===== src/design/dgs_pkg.sv =====
// package: register map, field layout, reset values and timing for diag regs
package dgs_pkg;

  // ------------------------------------------------------------------
  // register offsets
  // ------------------------------------------------------------------
  localparam logic [7:0] DGS_OFS_DIGITAL_FLAGS = 8'h03;
  localparam logic [7:0] DGS_OFS_ANALOG_FLAGS = 8'h04;
  localparam logic [7:0] DGS_OFS_WIRE_BREAK = 8'h07;
  localparam logic [7:0] DGS_OFS_PIN_DIR = 8'h08;
  localparam logic [7:0] DGS_OFS_CHAIN_MAP = 8'h09;
  localparam logic [7:0] DGS_OFS_ANALOG_MASK = 8'h0A;
  localparam logic [7:0] DGS_OFS_DIGITAL_MASK = 8'h0B;

  // ------------------------------------------------------------------
  // reset values and writable bits (reserved bits stay zero)
  // ------------------------------------------------------------------
  localparam logic [7:0] DGS_RST_WIRE_BREAK = 8'h02;
  localparam logic [7:0] DGS_RST_PIN_DIR = 8'h00;
  localparam logic [7:0] DGS_RST_CHAIN_MAP = 8'h00;
  localparam logic [7:0] DGS_RST_ANALOG_MASK = 8'h00;
  localparam logic [7:0] DGS_RST_DIGITAL_MASK = 8'h20;
  localparam logic [7:0] DGS_RST_FLAGS = 8'h00;
  localparam logic [7:0] DGS_WMASK_WIRE_BREAK = 8'h8F;
  localparam logic [7:0] DGS_WMASK_PINS = 8'h7F;
  localparam logic [7:0] DGS_WMASK_ANALOG = 8'hDF;
  localparam logic [7:0] DGS_WMASK_DIGITAL = 8'h7F;

  // ------------------------------------------------------------------
  // field positions
  // ------------------------------------------------------------------
  localparam int DGS_BIT_HOLD_OFF = 7;
  localparam int DGS_BIT_SW_POS = 3;
  localparam int DGS_BIT_SW_NEG = 2;
  localparam int DGS_BIT_CUR_HI = 1;
  localparam int DGS_BIT_CUR_LO = 0;
  localparam int DGS_BIT_BREAK_FLAG = 4;
  localparam int DGS_BIT_FAULT_INT = 3;
  localparam int DGS_BIT_EXCL_OVR = 3;
  localparam int DGS_BIT_CSUM_DIS = 5;
  localparam int DGS_BIT_TICK_FRZ = 2;
  localparam int DGS_NUM_PINS = 7;
  localparam logic [2:0] DGS_SLOT_SELF = 3'h7;

  // ------------------------------------------------------------------
  // break-test current values in nA
  // ------------------------------------------------------------------
  localparam logic [15:0] DGS_CUR_250NA = 16'h00FA;
  localparam logic [15:0] DGS_CUR_2UA = 16'h07D0;
  localparam logic [15:0] DGS_CUR_4UA = 16'h0FA0;
  localparam logic [15:0] DGS_CUR_16UA = 16'h3E80;

  // ------------------------------------------------------------------
  // timing: master tick derived from the reference clock
  // ------------------------------------------------------------------
  localparam int DGS_REF_CLK_HZ = 40_000_000;
  localparam int DGS_MASTER_CLK_HZ = 1_000_000;
  localparam int DGS_TICK_DIV = DGS_REF_CLK_HZ / DGS_MASTER_CLK_HZ;

  // register port request carrier
  typedef struct packed {
    logic wr;
    logic rd;
    logic [7:0] addr;
    logic [7:0] wdata;
  } dgs_reg_req_type;

  // current select decode, shared with any reader of the code
  function automatic logic [15:0] dgs_current_na(input logic [1:0] sel);
    case (sel)
      2'b00: dgs_current_na = DGS_CUR_250NA;
      2'b01: dgs_current_na = DGS_CUR_2UA;
      2'b10: dgs_current_na = DGS_CUR_4UA;
      default: dgs_current_na = DGS_CUR_16UA;
    endcase
  endfunction

endpackage


===== src/design/dgs_diag_regs.sv =====
// top of the diagnostic, pin direction, chain select and mask registers
`timescale 1ns/1ps
// Behaviour
// - hold-off bit set: closed break switches never force gain to 1/16.
// - writing 1 to bit 3 or bit 2 closes that switch; both allowed.
// - switch closed and hold-off clear: default gain replaces programmed gain.
// - gain register reads keep showing programmed values during override.
// - both switches open again: programmed gain is applied once more.
// - two-bit current select sets both sources: 250n, 2u, 4u default, 16u.
// - direction bit 1 makes pin output, 0 input; reset is all inputs.
// - pin with map bit and output direction becomes downstream chip select.
// - first pulse to lowest enabled pin, then others in order, last self.
// - chain repeats round robin until reconfigured; host counts pulses.
// - analog mask bit 1, except bit 3, disables that flag and its interrupt share.
// - both input channel pairs refused together unless override bit is 1.
// - digital mask bit 1 disables the matching digital flag.
// - checksum disable bit clear: checksum bytes on writes and reads.
// - freeze bit clear: tick counter increments; set: it halts.
// - break-test fault sets during a test and clears on write of 1.
// - fault interrupt is OR of all unmasked analog and digital flags.
module dgs_diag_regs
  import dgs_pkg::*;
#(
  parameter int GAIN_W = 6,
  parameter logic [5:0] GAIN_DEFAULT = 6'h00,
  parameter int TICK_W = 16,
  parameter int TICK_DIV = DGS_TICK_DIV
) (
  input wire logic ref_clk,
  input wire logic rst,
  // register port
  input wire dgs_reg_req_type reg_req,
  output logic [7:0] reg_rdata,
  output logic reg_rvalid,
  output logic reg_addr_err,
  // gain path
  input wire logic [GAIN_W-1:0] programmed_gain,
  output logic [GAIN_W-1:0] applied_gain,
  output logic gain_override_active,
  // wire-break test
  output logic break_switch_pos,
  output logic break_switch_neg,
  output logic [1:0] break_current_sel,
  output logic [15:0] break_current_na,
  input wire logic break_detect,
  // input channel switches
  input wire logic ch1_request,
  input wire logic ch2_request,
  output logic ch1_connect,
  output logic ch2_connect,
  // fault events and interrupt
  input wire logic [7:0] analog_fault_event,
  input wire logic [7:0] digital_fault_event,
  output logic fault_int,
  // bus framing and tick counter
  output logic checksum_enable,
  output logic [TICK_W-1:0] master_tick_counter,
  // general pins
  input wire logic [6:0] general_pin_in,
  input wire logic [6:0] general_pin_data,
  output logic [6:0] general_pin_out,
  output logic [6:0] general_pin_oe_n,
  output logic [6:0] pin_read_value,
  // host chip select
  input wire logic host_cs_n,
  output logic self_cs_n
);

  // ------------------------------------------------------------------
  // register storage
  // ------------------------------------------------------------------
  logic [7:0] wire_break_control;
  logic [7:0] pin_direction_control;
  logic [7:0] chained_select_map;
  logic [7:0] analog_fault_mask;
  logic [7:0] digital_fault_mask;
  logic [7:0] analog_flags;
  logic [7:0] digital_flags;

  // ------------------------------------------------------------------
  // address decode
  // ------------------------------------------------------------------
  wire hit_wb = (reg_req.addr == DGS_OFS_WIRE_BREAK);
  wire hit_dir = (reg_req.addr == DGS_OFS_PIN_DIR);
  wire hit_map = (reg_req.addr == DGS_OFS_CHAIN_MAP);
  wire hit_amask = (reg_req.addr == DGS_OFS_ANALOG_MASK);
  wire hit_dmask = (reg_req.addr == DGS_OFS_DIGITAL_MASK);
  wire hit_aflag = (reg_req.addr == DGS_OFS_ANALOG_FLAGS);
  wire hit_dflag = (reg_req.addr == DGS_OFS_DIGITAL_FLAGS);
  wire hit_any = hit_wb | hit_dir | hit_map | hit_amask | hit_dmask |
                 hit_aflag | hit_dflag;
  wire wr_wb = reg_req.wr && hit_wb;
  wire wr_dir = reg_req.wr && hit_dir;
  wire wr_map = reg_req.wr && hit_map;
  wire wr_amask = reg_req.wr && hit_amask;
  wire wr_dmask = reg_req.wr && hit_dmask;
  wire wr_aflag = reg_req.wr && hit_aflag;
  wire wr_dflag = reg_req.wr && hit_dflag;

  // ------------------------------------------------------------------
  // configuration registers; reserved bits masked off on write
  // ------------------------------------------------------------------
  always_ff @(posedge ref_clk) begin
    if (rst) begin
      wire_break_control <= DGS_RST_WIRE_BREAK;
      pin_direction_control <= DGS_RST_PIN_DIR;
      chained_select_map <= DGS_RST_CHAIN_MAP;
      analog_fault_mask <= DGS_RST_ANALOG_MASK;
      digital_fault_mask <= DGS_RST_DIGITAL_MASK;
    end else begin
      if (wr_wb) begin
        wire_break_control <= reg_req.wdata & DGS_WMASK_WIRE_BREAK;
      end
      if (wr_dir) begin
        pin_direction_control <= reg_req.wdata & DGS_WMASK_PINS;
      end
      if (wr_map) begin
        chained_select_map <= reg_req.wdata & DGS_WMASK_PINS;
      end
      if (wr_amask) begin
        analog_fault_mask <= reg_req.wdata & DGS_WMASK_ANALOG;
      end
      if (wr_dmask) begin
        digital_fault_mask <= reg_req.wdata & DGS_WMASK_DIGITAL;
      end
    end
  end

  // ------------------------------------------------------------------
  // wire-break test fields and gain override
  // ------------------------------------------------------------------
  wire hold_off = wire_break_control[DGS_BIT_HOLD_OFF];
  wire sw_closed = wire_break_control[DGS_BIT_SW_POS] |
                   wire_break_control[DGS_BIT_SW_NEG];

  // each switch has its own bit, so both can be closed together
  assign break_switch_pos = wire_break_control[DGS_BIT_SW_POS];
  assign break_switch_neg = wire_break_control[DGS_BIT_SW_NEG];
  assign break_current_sel = wire_break_control[DGS_BIT_CUR_HI:
                                                DGS_BIT_CUR_LO];
  assign break_current_na = dgs_current_na(break_current_sel);

  // override only selects; the programmed gain is never overwritten,
  // so reads stay true and release restores it with no saved copy
  assign gain_override_active = sw_closed && !hold_off;
  assign applied_gain = gain_override_active ? GAIN_DEFAULT
                                             : programmed_gain;

  // ------------------------------------------------------------------
  // input channel exclusion; channel 1 wins a simultaneous request
  // ------------------------------------------------------------------
  wire excl_override = analog_fault_mask[DGS_BIT_EXCL_OVR];
  assign ch1_connect = ch1_request;
  assign ch2_connect = ch2_request &&
                       (!ch1_request || excl_override);

  // ------------------------------------------------------------------
  // fault flags: set wins over a same-cycle write-1 clear
  // ------------------------------------------------------------------
  // bit 3 of the analog mask is the exclusion override, not a mask
  wire [7:0] analog_enable = ~analog_fault_mask & DGS_WMASK_ANALOG &
                             ~(8'h01 << DGS_BIT_FAULT_INT);
  wire [7:0] digital_enable = ~digital_fault_mask & DGS_WMASK_DIGITAL;

  // break fault only counts while a test switch is closed
  wire [7:0] break_event = (break_detect && sw_closed) ?
                           (8'h01 << DGS_BIT_BREAK_FLAG) : 8'h00;
  wire [7:0] analog_src = (analog_fault_event &
                           ~(8'h01 << DGS_BIT_FAULT_INT)) | break_event;
  wire [7:0] analog_set = analog_src & analog_enable;
  wire [7:0] digital_set = digital_fault_event & digital_enable;

  // combined fault: unmasked flags of both groups
  wire fault_any = |(analog_flags & analog_enable) |
                   |(digital_flags & digital_enable);
  wire [7:0] fault_int_set = fault_any ? (8'h01 << DGS_BIT_FAULT_INT)
                                       : 8'h00;

  wire [7:0] analog_clr = wr_aflag ? (reg_req.wdata & DGS_WMASK_ANALOG)
                                   : 8'h00;
  wire [7:0] digital_clr = wr_dflag ? (reg_req.wdata & DGS_WMASK_DIGITAL)
                                    : 8'h00;
  wire [7:0] next_analog_flags = (analog_flags & ~analog_clr) |
                                 analog_set | fault_int_set;
  wire [7:0] next_digital_flags = (digital_flags & ~digital_clr) |
                                  digital_set;

  always_ff @(posedge ref_clk) begin
    if (rst) begin
      analog_flags <= DGS_RST_FLAGS;
      digital_flags <= DGS_RST_FLAGS;
    end else begin
      analog_flags <= next_analog_flags;
      digital_flags <= next_digital_flags;
    end
  end

  assign fault_int = fault_any;

  // ------------------------------------------------------------------
  // bus framing mode and master tick counter
  // ------------------------------------------------------------------
  // the framer outside must apply this from the next frame, not mid-frame
  assign checksum_enable = !digital_fault_mask[DGS_BIT_CSUM_DIS];

  dgs_tick_counter #(
    .DIV(TICK_DIV),
    .WIDTH(TICK_W)
  ) u_tick (
    .ref_clk(ref_clk),
    .rst(rst),
    .freeze(digital_fault_mask[DGS_BIT_TICK_FRZ]),
    .count(master_tick_counter)
  );

  // ------------------------------------------------------------------
  // chained chip select
  // ------------------------------------------------------------------
  wire [6:0] pin_is_out = pin_direction_control[6:0];
  wire [6:0] chain_en = chained_select_map[6:0] & pin_is_out;
  // restart a cycle after the write, once the new enables are in place
  logic chain_restart;

  always_ff @(posedge ref_clk) begin
    if (rst) begin
      chain_restart <= 1'b0;
    end else begin
      chain_restart <= wr_dir | wr_map;
    end
  end
  wire [6:0] chain_cs_n;

  dgs_chain_select u_chain (
    .ref_clk(ref_clk),
    .rst(rst),
    .chain_en(chain_en),
    .restart(chain_restart),
    .host_cs_n(host_cs_n),
    .pin_cs_n(chain_cs_n),
    .self_cs_n(self_cs_n),
    .slot()
  );

  // ------------------------------------------------------------------
  // general pins: chip-select pins carry the routed select
  // ------------------------------------------------------------------
  // pull-ups on chained pins are the board's job during reconfiguration
  assign general_pin_oe_n = ~pin_is_out;
  assign general_pin_out = (chain_en & chain_cs_n) |
                           (~chain_en & general_pin_data);
  assign pin_read_value = (pin_is_out & general_pin_data) |
                          (~pin_is_out & general_pin_in);

  // ------------------------------------------------------------------
  // read mux; unmapped reads return zero and flag an address error
  // ------------------------------------------------------------------
  wire [7:0] read_mux =
    hit_wb ? wire_break_control :
    hit_dir ? pin_direction_control :
    hit_map ? chained_select_map :
    hit_amask ? analog_fault_mask :
    hit_dmask ? digital_fault_mask :
    hit_aflag ? analog_flags :
    hit_dflag ? digital_flags : 8'h00;

  always_ff @(posedge ref_clk) begin
    if (rst) begin
      reg_rdata <= 8'h00;
      reg_rvalid <= 1'b0;
      reg_addr_err <= 1'b0;
    end else begin
      reg_rvalid <= reg_req.rd;
      reg_addr_err <= (reg_req.rd || reg_req.wr) && !hit_any;
      if (reg_req.rd) begin
        reg_rdata <= read_mux;
      end
    end
  end

endmodule


===== src/design/dgs_tick_counter.sv =====
// master tick counter with divider enable and freeze control
`timescale 1ns/1ps
module dgs_tick_counter
  import dgs_pkg::*;
#(
  parameter int DIV = DGS_TICK_DIV,
  parameter int WIDTH = 16
) (
  input wire logic ref_clk,
  input wire logic rst,
  input wire logic freeze,
  output logic [WIDTH-1:0] count
);

  // ------------------------------------------------------------------
  // divider: one-cycle enable at master clock rate
  // ------------------------------------------------------------------
  logic [7:0] div_cnt;
  wire div_wrap = (div_cnt == 8'(DIV - 1));

  always_ff @(posedge ref_clk) begin
    if (rst || div_wrap) begin
      div_cnt <= 8'h00;
    end else begin
      div_cnt <= div_cnt + 8'h01;
    end
  end

  // ------------------------------------------------------------------
  // counter: divider keeps running so unfreeze resumes on phase
  // ------------------------------------------------------------------
  always_ff @(posedge ref_clk) begin
    if (rst) begin
      count <= '0;
    end else if (div_wrap && !freeze) begin
      count <= count + 1'b1;
    end
  end

endmodule


===== src/design/dgs_chain_select.sv =====
// chained chip-select sequencer: routes host select pulses round robin
`timescale 1ns/1ps
module dgs_chain_select
  import dgs_pkg::*;
(
  input wire logic ref_clk,
  input wire logic rst,
  input wire logic [6:0] chain_en,
  input wire logic restart,
  input wire logic host_cs_n,
  output logic [6:0] pin_cs_n,
  output logic self_cs_n,
  output logic [2:0] slot
);

  // next enabled slot after cur; self after the last pin, then wrap
  function automatic logic [2:0] next_slot(input logic [6:0] en,
                                           input logic [2:0] cur);
    logic [2:0] res;
    logic found;
    res = DGS_SLOT_SELF;
    found = 1'b0;
    for (int j = 0; j < DGS_NUM_PINS; j++) begin
      if (!found && en[j] && (cur == DGS_SLOT_SELF || 3'(j) > cur)) begin
        res = 3'(j);
        found = 1'b1;
      end
    end
    next_slot = res;
  endfunction

  logic cs_prev;
  wire cs_end = host_cs_n && !cs_prev;

  // ------------------------------------------------------------------
  // slot pointer advances only at the end of a pulse, never mid-frame
  // ------------------------------------------------------------------
  always_ff @(posedge ref_clk) begin
    if (rst) begin
      cs_prev <= 1'b1;
      slot <= DGS_SLOT_SELF;
    end else begin
      cs_prev <= host_cs_n;
      if (restart && host_cs_n) begin
        slot <= next_slot(chain_en, DGS_SLOT_SELF);
      end else if (cs_end) begin
        slot <= next_slot(chain_en, slot);
      end
    end
  end

  // routing of the host select to the addressed target
  always_comb begin
    for (int j = 0; j < DGS_NUM_PINS; j++) begin
      pin_cs_n[j] = (slot == 3'(j)) ? host_cs_n : 1'b1;
    end
    self_cs_n = (slot == DGS_SLOT_SELF) ? host_cs_n : 1'b1;
  end

endmodule


===== config.mk =====
export PLATFORM = sky130hd
export DESIGN_NAME = dgs_diag_regs
export DESIGN_NICKNAME = d
export VERILOG_FILES = /design/src/design/dgs_pkg.sv /design/src/design/dgs_diag_regs.sv /design/src/design/dgs_tick_counter.sv /design/src/design/dgs_chain_select.sv
export SDC_FILE = /design/constraint.sdc
export NUM_CORES = 1
export LEC_CHECK = 0
export ABC_AREA = 1
export BUFFER_PORTS_ARGS = -buffer_cell sky130_fd_sc_hd__buf_2
export CORE_AREA = 10 10 144 146
export DETAILED_ROUTE_END_ITERATION = 12
export DIE_AREA = 0 0 154 156
export PLACE_DENSITY = 0.51
export SYNTH_ARGS = -nofsm -noshare
export SYNTH_HDL_FRONTEND = slang
export SYNTH_SLANG_ARGS = --single-unit
export TNS_END_PERCENT = 100

===== constraint.sdc =====
create_clock -name ref_clk -period 2.1 [get_ports ref_clk]
set_clock_uncertainty 0.15 [all_clocks]
set_input_delay 0.315 -clock ref_clk [delete_from_list [all_inputs] [get_ports ref_clk]]
set_output_delay 0.315 -clock ref_clk [all_outputs]
set_load 0.005 [all_outputs]

==> impl_metrics.tcl <==
set metrics [dict create \
    run_status "finished clean" \
    dr_total_vias 4788 \
    netlist_top_cells_count "127 x sky130_fd_sc_hd__nand2_1, 107 x sky130_fd_sc_hd__inv_1, 86 x sky130_fd_sc_hd__dfxtp_1, 86 x sky130_fd_sc_hd__nor2_1, 53 x sky130_fd_sc_hd__a21oi_1" \
    final_area_sq_mm 0.00592 \
    ant_nets 0 \
    final_period_minus_worst_setup_slack_ns 1.96 \
    post_cts_buffers 0 \
    grt_util_all_layers 0.126 \
    cts_buffers 9 \
    design_power_total_mw 3.70 \
    ports_placed_on_the_boundary 139 \
    synth_enable_flop_cells 0 \
    worst-path-max-fanout 5 \
    critical_path.cell_chain "inv_1, ha_1, or2_2, buf_2" \
    worstSetupEndpoint "break_current_na[5]" \
    placeableCoreArea_sq_mm 0.0178 \
    critPathLaunch "wire_break_control[0]" \
    power_per_cell_area_mw_per_mm2 624 \
    timing.max_cap.violations 0 \
    synthesis.instances 701 \
    clock_insertion_delay_worst_skew_ns 0.35 \
    avgRoutedWirePerCell_microns 14.7 \
    netlist_area_sq_mm 0.00472 \
    combinational_family_with_the_most_area_after_synthesis "simple AND/OR/NAND/NOR gates" \
    rrSetupSlack_ns 0.22 \
    dpl_worst_slack_ns 0.192 \
    compound_gate_portion_of_the_synthesized_area 0.179 \
    clock_transition_at_path_regs_ns 0.07 \
    synth.most_common_cell "sky130_fd_sc_hd__nand2_1" \
    initial_antenna_violation_count 2 \
    worst-r2r-cell-count 10 \
    p_leak_nw 2.75 \
    detail_route.wirelength_mm 15.6 \
    cts_max_path_buffers 2 \
    synth-xor-area-share 0.0148 \
    report.final.setup_viol 0 \
    ctsRootBufferMaster "sky130_fd_sc_hd__clkbuf_16" \
    cts_htree_levels 3 \
    postPlaceCellArea_sq_mm 0.00561 \
    portBuffers 130 \
    worst_slack_ns 0.135 \
    finalHoldViolCount 0 \
    post_synth_num_cell_types 47 \
    synth_fa_ha_area_frac 0.0185 \
    max_freq_ghz 0.509 \
    biggest_area_contributors_in_the_synthesized_netlist "sky130_fd_sc_hd__dfxtp_1 36%, sky130_fd_sc_hd__nand2_1 10%, sky130_fd_sc_hd__inv_1 8.5%" \
    gp_routability_congestion 0.877 \
    yosysWarningCount 0 \
    grt_use_met2 0.207 \
    first_global_vias 4595 \
    fill_cell_total_of_the_finished_layout 1968 \
    drive_gt1_frac 0.220 \
    rsz0062_at_grt "no" \
    remaining_drc_errors 0 \
    grt_start_max_net_pins 31 \
    timing.critical_path.buf_inv 2 \
    start_util 0.265 \
    number_of_detailed_routing_iterations_run_before_antenna_repair 5 \
    aggregate_negative_setup_slack_ns 0 \
    synth_largest_area_cell "sky130_fd_sc_hd__dfxtp_1" \
    timing.final.max_slew_violations 0 \
    layout.nets 894 \
    fp-row-count 49 \
    vertical_die_dimension_microns 156 \
    via_density_per_instance 4.51 \
    synth-main-ff-cell "sky130_fd_sc_hd__dfxtp_1" \
    timing.critical_path.required_ns 1.63 \
    worst_ep_arrival_time_ns 1.50 \
    critical_path.endpoint_type "primary output" \
    period_share 0.936 \
    ys_seq_area_frac 0.364 \
    cell_type_of_the_slowest_stage_on_the_worst_timing_path "sky130_fd_sc_hd__dfxtp_1" \
    r2r-start "u_tick.div_cnt[0]" \
    overflow 0 \
    cts_sinks 86 \
    grt_most_used_layer "met2" \
    grt_pass1_wl_mm 24.5 \
    place.detailed.instances 1045 \
    drt_iter0_drc 211 \
    critical_path.startpoint_type "flop" \
    final_cells 1062 \
    groute.layer.met1.usage 0.157 \
    power.ir.vdd_worst_v 0.000383 \
    hp-class "in -> reg" \
    synth.mux.area_fraction 0 \
    final_core_utilization 0.332 \
    critPathTopFamily "flip-flops" \
    r2r_end "u_tick.count[10]" \
    dp_wirelength_mm 12.5 \
    design.die.area_sq_mm 0.0240 \
    synth_area_per_cell_sq_um 6.74 \
    async_flop_share 0 \
    holdWs_ns 0.0686 \
    cts_tree "done" \
    chipWidth_microns 154 \
    crit_type "reg -> out" \
    cpPeakStageDelay_ns 0.37 \
    met3_layer_usage_reported_by_global_route 0.0383 \
    area_growth_syn_to_layout_pct 25.4 \
    synth-seq-cells 86 \
    yosysTopAreaCellShare 0.364 \
    synthSimpleGateAreaFrac 0.291 \
    number_of_cells_on_the_critical_path 4 \
]
==> registers in the layout, indices dropped and copies added (netlist names), 3 cells and up <==
name	count
wire_break_control	5
u_tick.div_cnt	8
digital_fault_mask	7
reg_rdata	8
digital_flags	7
pin_direction_control	7
analog_flags	7
u_chain.slot	3
u_tick.count	16
chained_select_map	7
analog_fault_mask	7
==> layer usage <==
layer	wire, microns	up-vias
li1	-	2526
met1	7230	2137
met2	7210	118
met3	1070	7
met4	118	0
met5	0	-
==> worst min-delay path: stages <==
cell and delay (ns):
sky130_fd_sc_hd__buf_2 0.10, sky130_fd_sc_hd__nand2_1 0.05, sky130_fd_sc_hd__a21oi_1 0.05
==> cell usage in the layout (no fill, tap or decap), types with 6 or more instances in the layout <==
cell                        synthesis  layout
sky130_fd_sc_hd__buf_4             13      10
sky130_fd_sc_hd__nor3_1            12      12
sky130_fd_sc_hd__clkbuf_16          0       9
sky130_fd_sc_hd__nand2_1          127     127
sky130_fd_sc_hd__inv_1            107     107
sky130_fd_sc_hd__inv_2              6       6
sky130_fd_sc_hd__o21ai_0           52      52
sky130_fd_sc_hd__buf_2              5     130
sky130_fd_sc_hd__ha_1               7       7
sky130_fd_sc_hd__nand3_1           47      47
sky130_fd_sc_hd__a21oi_1           53      53
sky130_fd_sc_hd__xor2_1             6       6
sky130_fd_sc_hd__nor2_1            86      86
sky130_fd_sc_hd__dfxtp_1           86      86
sky130_fd_sc_hd__a211oi_1           7       7
sky130_fd_sc_hd__o211ai_1          12      12
sky130_fd_sc_hd__nand4_1            6       6
==> cell type report <==
| type | count | area, sq um | area share |
|---|---|---|---|
| clock inverter | 4 | 53.8 | 0.00908 |
| multi-input combinational | 473 | 2400 | 0.406 |
| antenna | 2 | 5.00 | 0.000845 |
| timing repair buffer | 142 | 766 | 0.129 |
| inverter | 115 | 433 | 0.0731 |
| clock buffer | 11 | 253 | 0.0427 |
| sequential | 86 | 1720 | 0.291 |
| tap | 229 | 287 | 0.0484 |
==> logic make-up after synthesis <==
kind of cell / after synthesis
fa+ha+maj: 7
xor+xnor: 8
other cells: 2
flops: 86
simple gates: 305
buf+inv: 145
compound gates: 148
==> power breakdown <==
part / switching (mW) / total, mW / internal [mW]
clock: 0.683 / 1.67 / 0.985
sequential: 0.0262 / 1.69 / 1.67
combinational: 0.205 / 0.335 / 0.131
total: 0.914 / 3.70 / 2.78
==> repair_timing <==
action	4_1_cts	5_1_grt
gates resized for setup	0	1
hold buffers	0	0
endpoints found under the setup margin	0	1
==> worst min-delay path by stage <==
stage	from	to	slack, ns	cells after the start
after floorplan	u_tick.div_cnt[0]	u_tick.div_cnt[0]	0.27	1
after global placement	u_tick.div_cnt[0]	u_tick.div_cnt[0]	0.28	1
after detailed placement	u_tick.div_cnt[0]	u_tick.div_cnt[0]	0.29	1
after CTS	analog_fault_event[7]	analog_flags[7]	0.06	3
after global routing	analog_fault_event[7]	analog_flags[7]	0.07	3
final	analog_fault_event[7]	analog_flags[7]	0.07	3
Note: power is estimated with default switching activity, not from simulation.
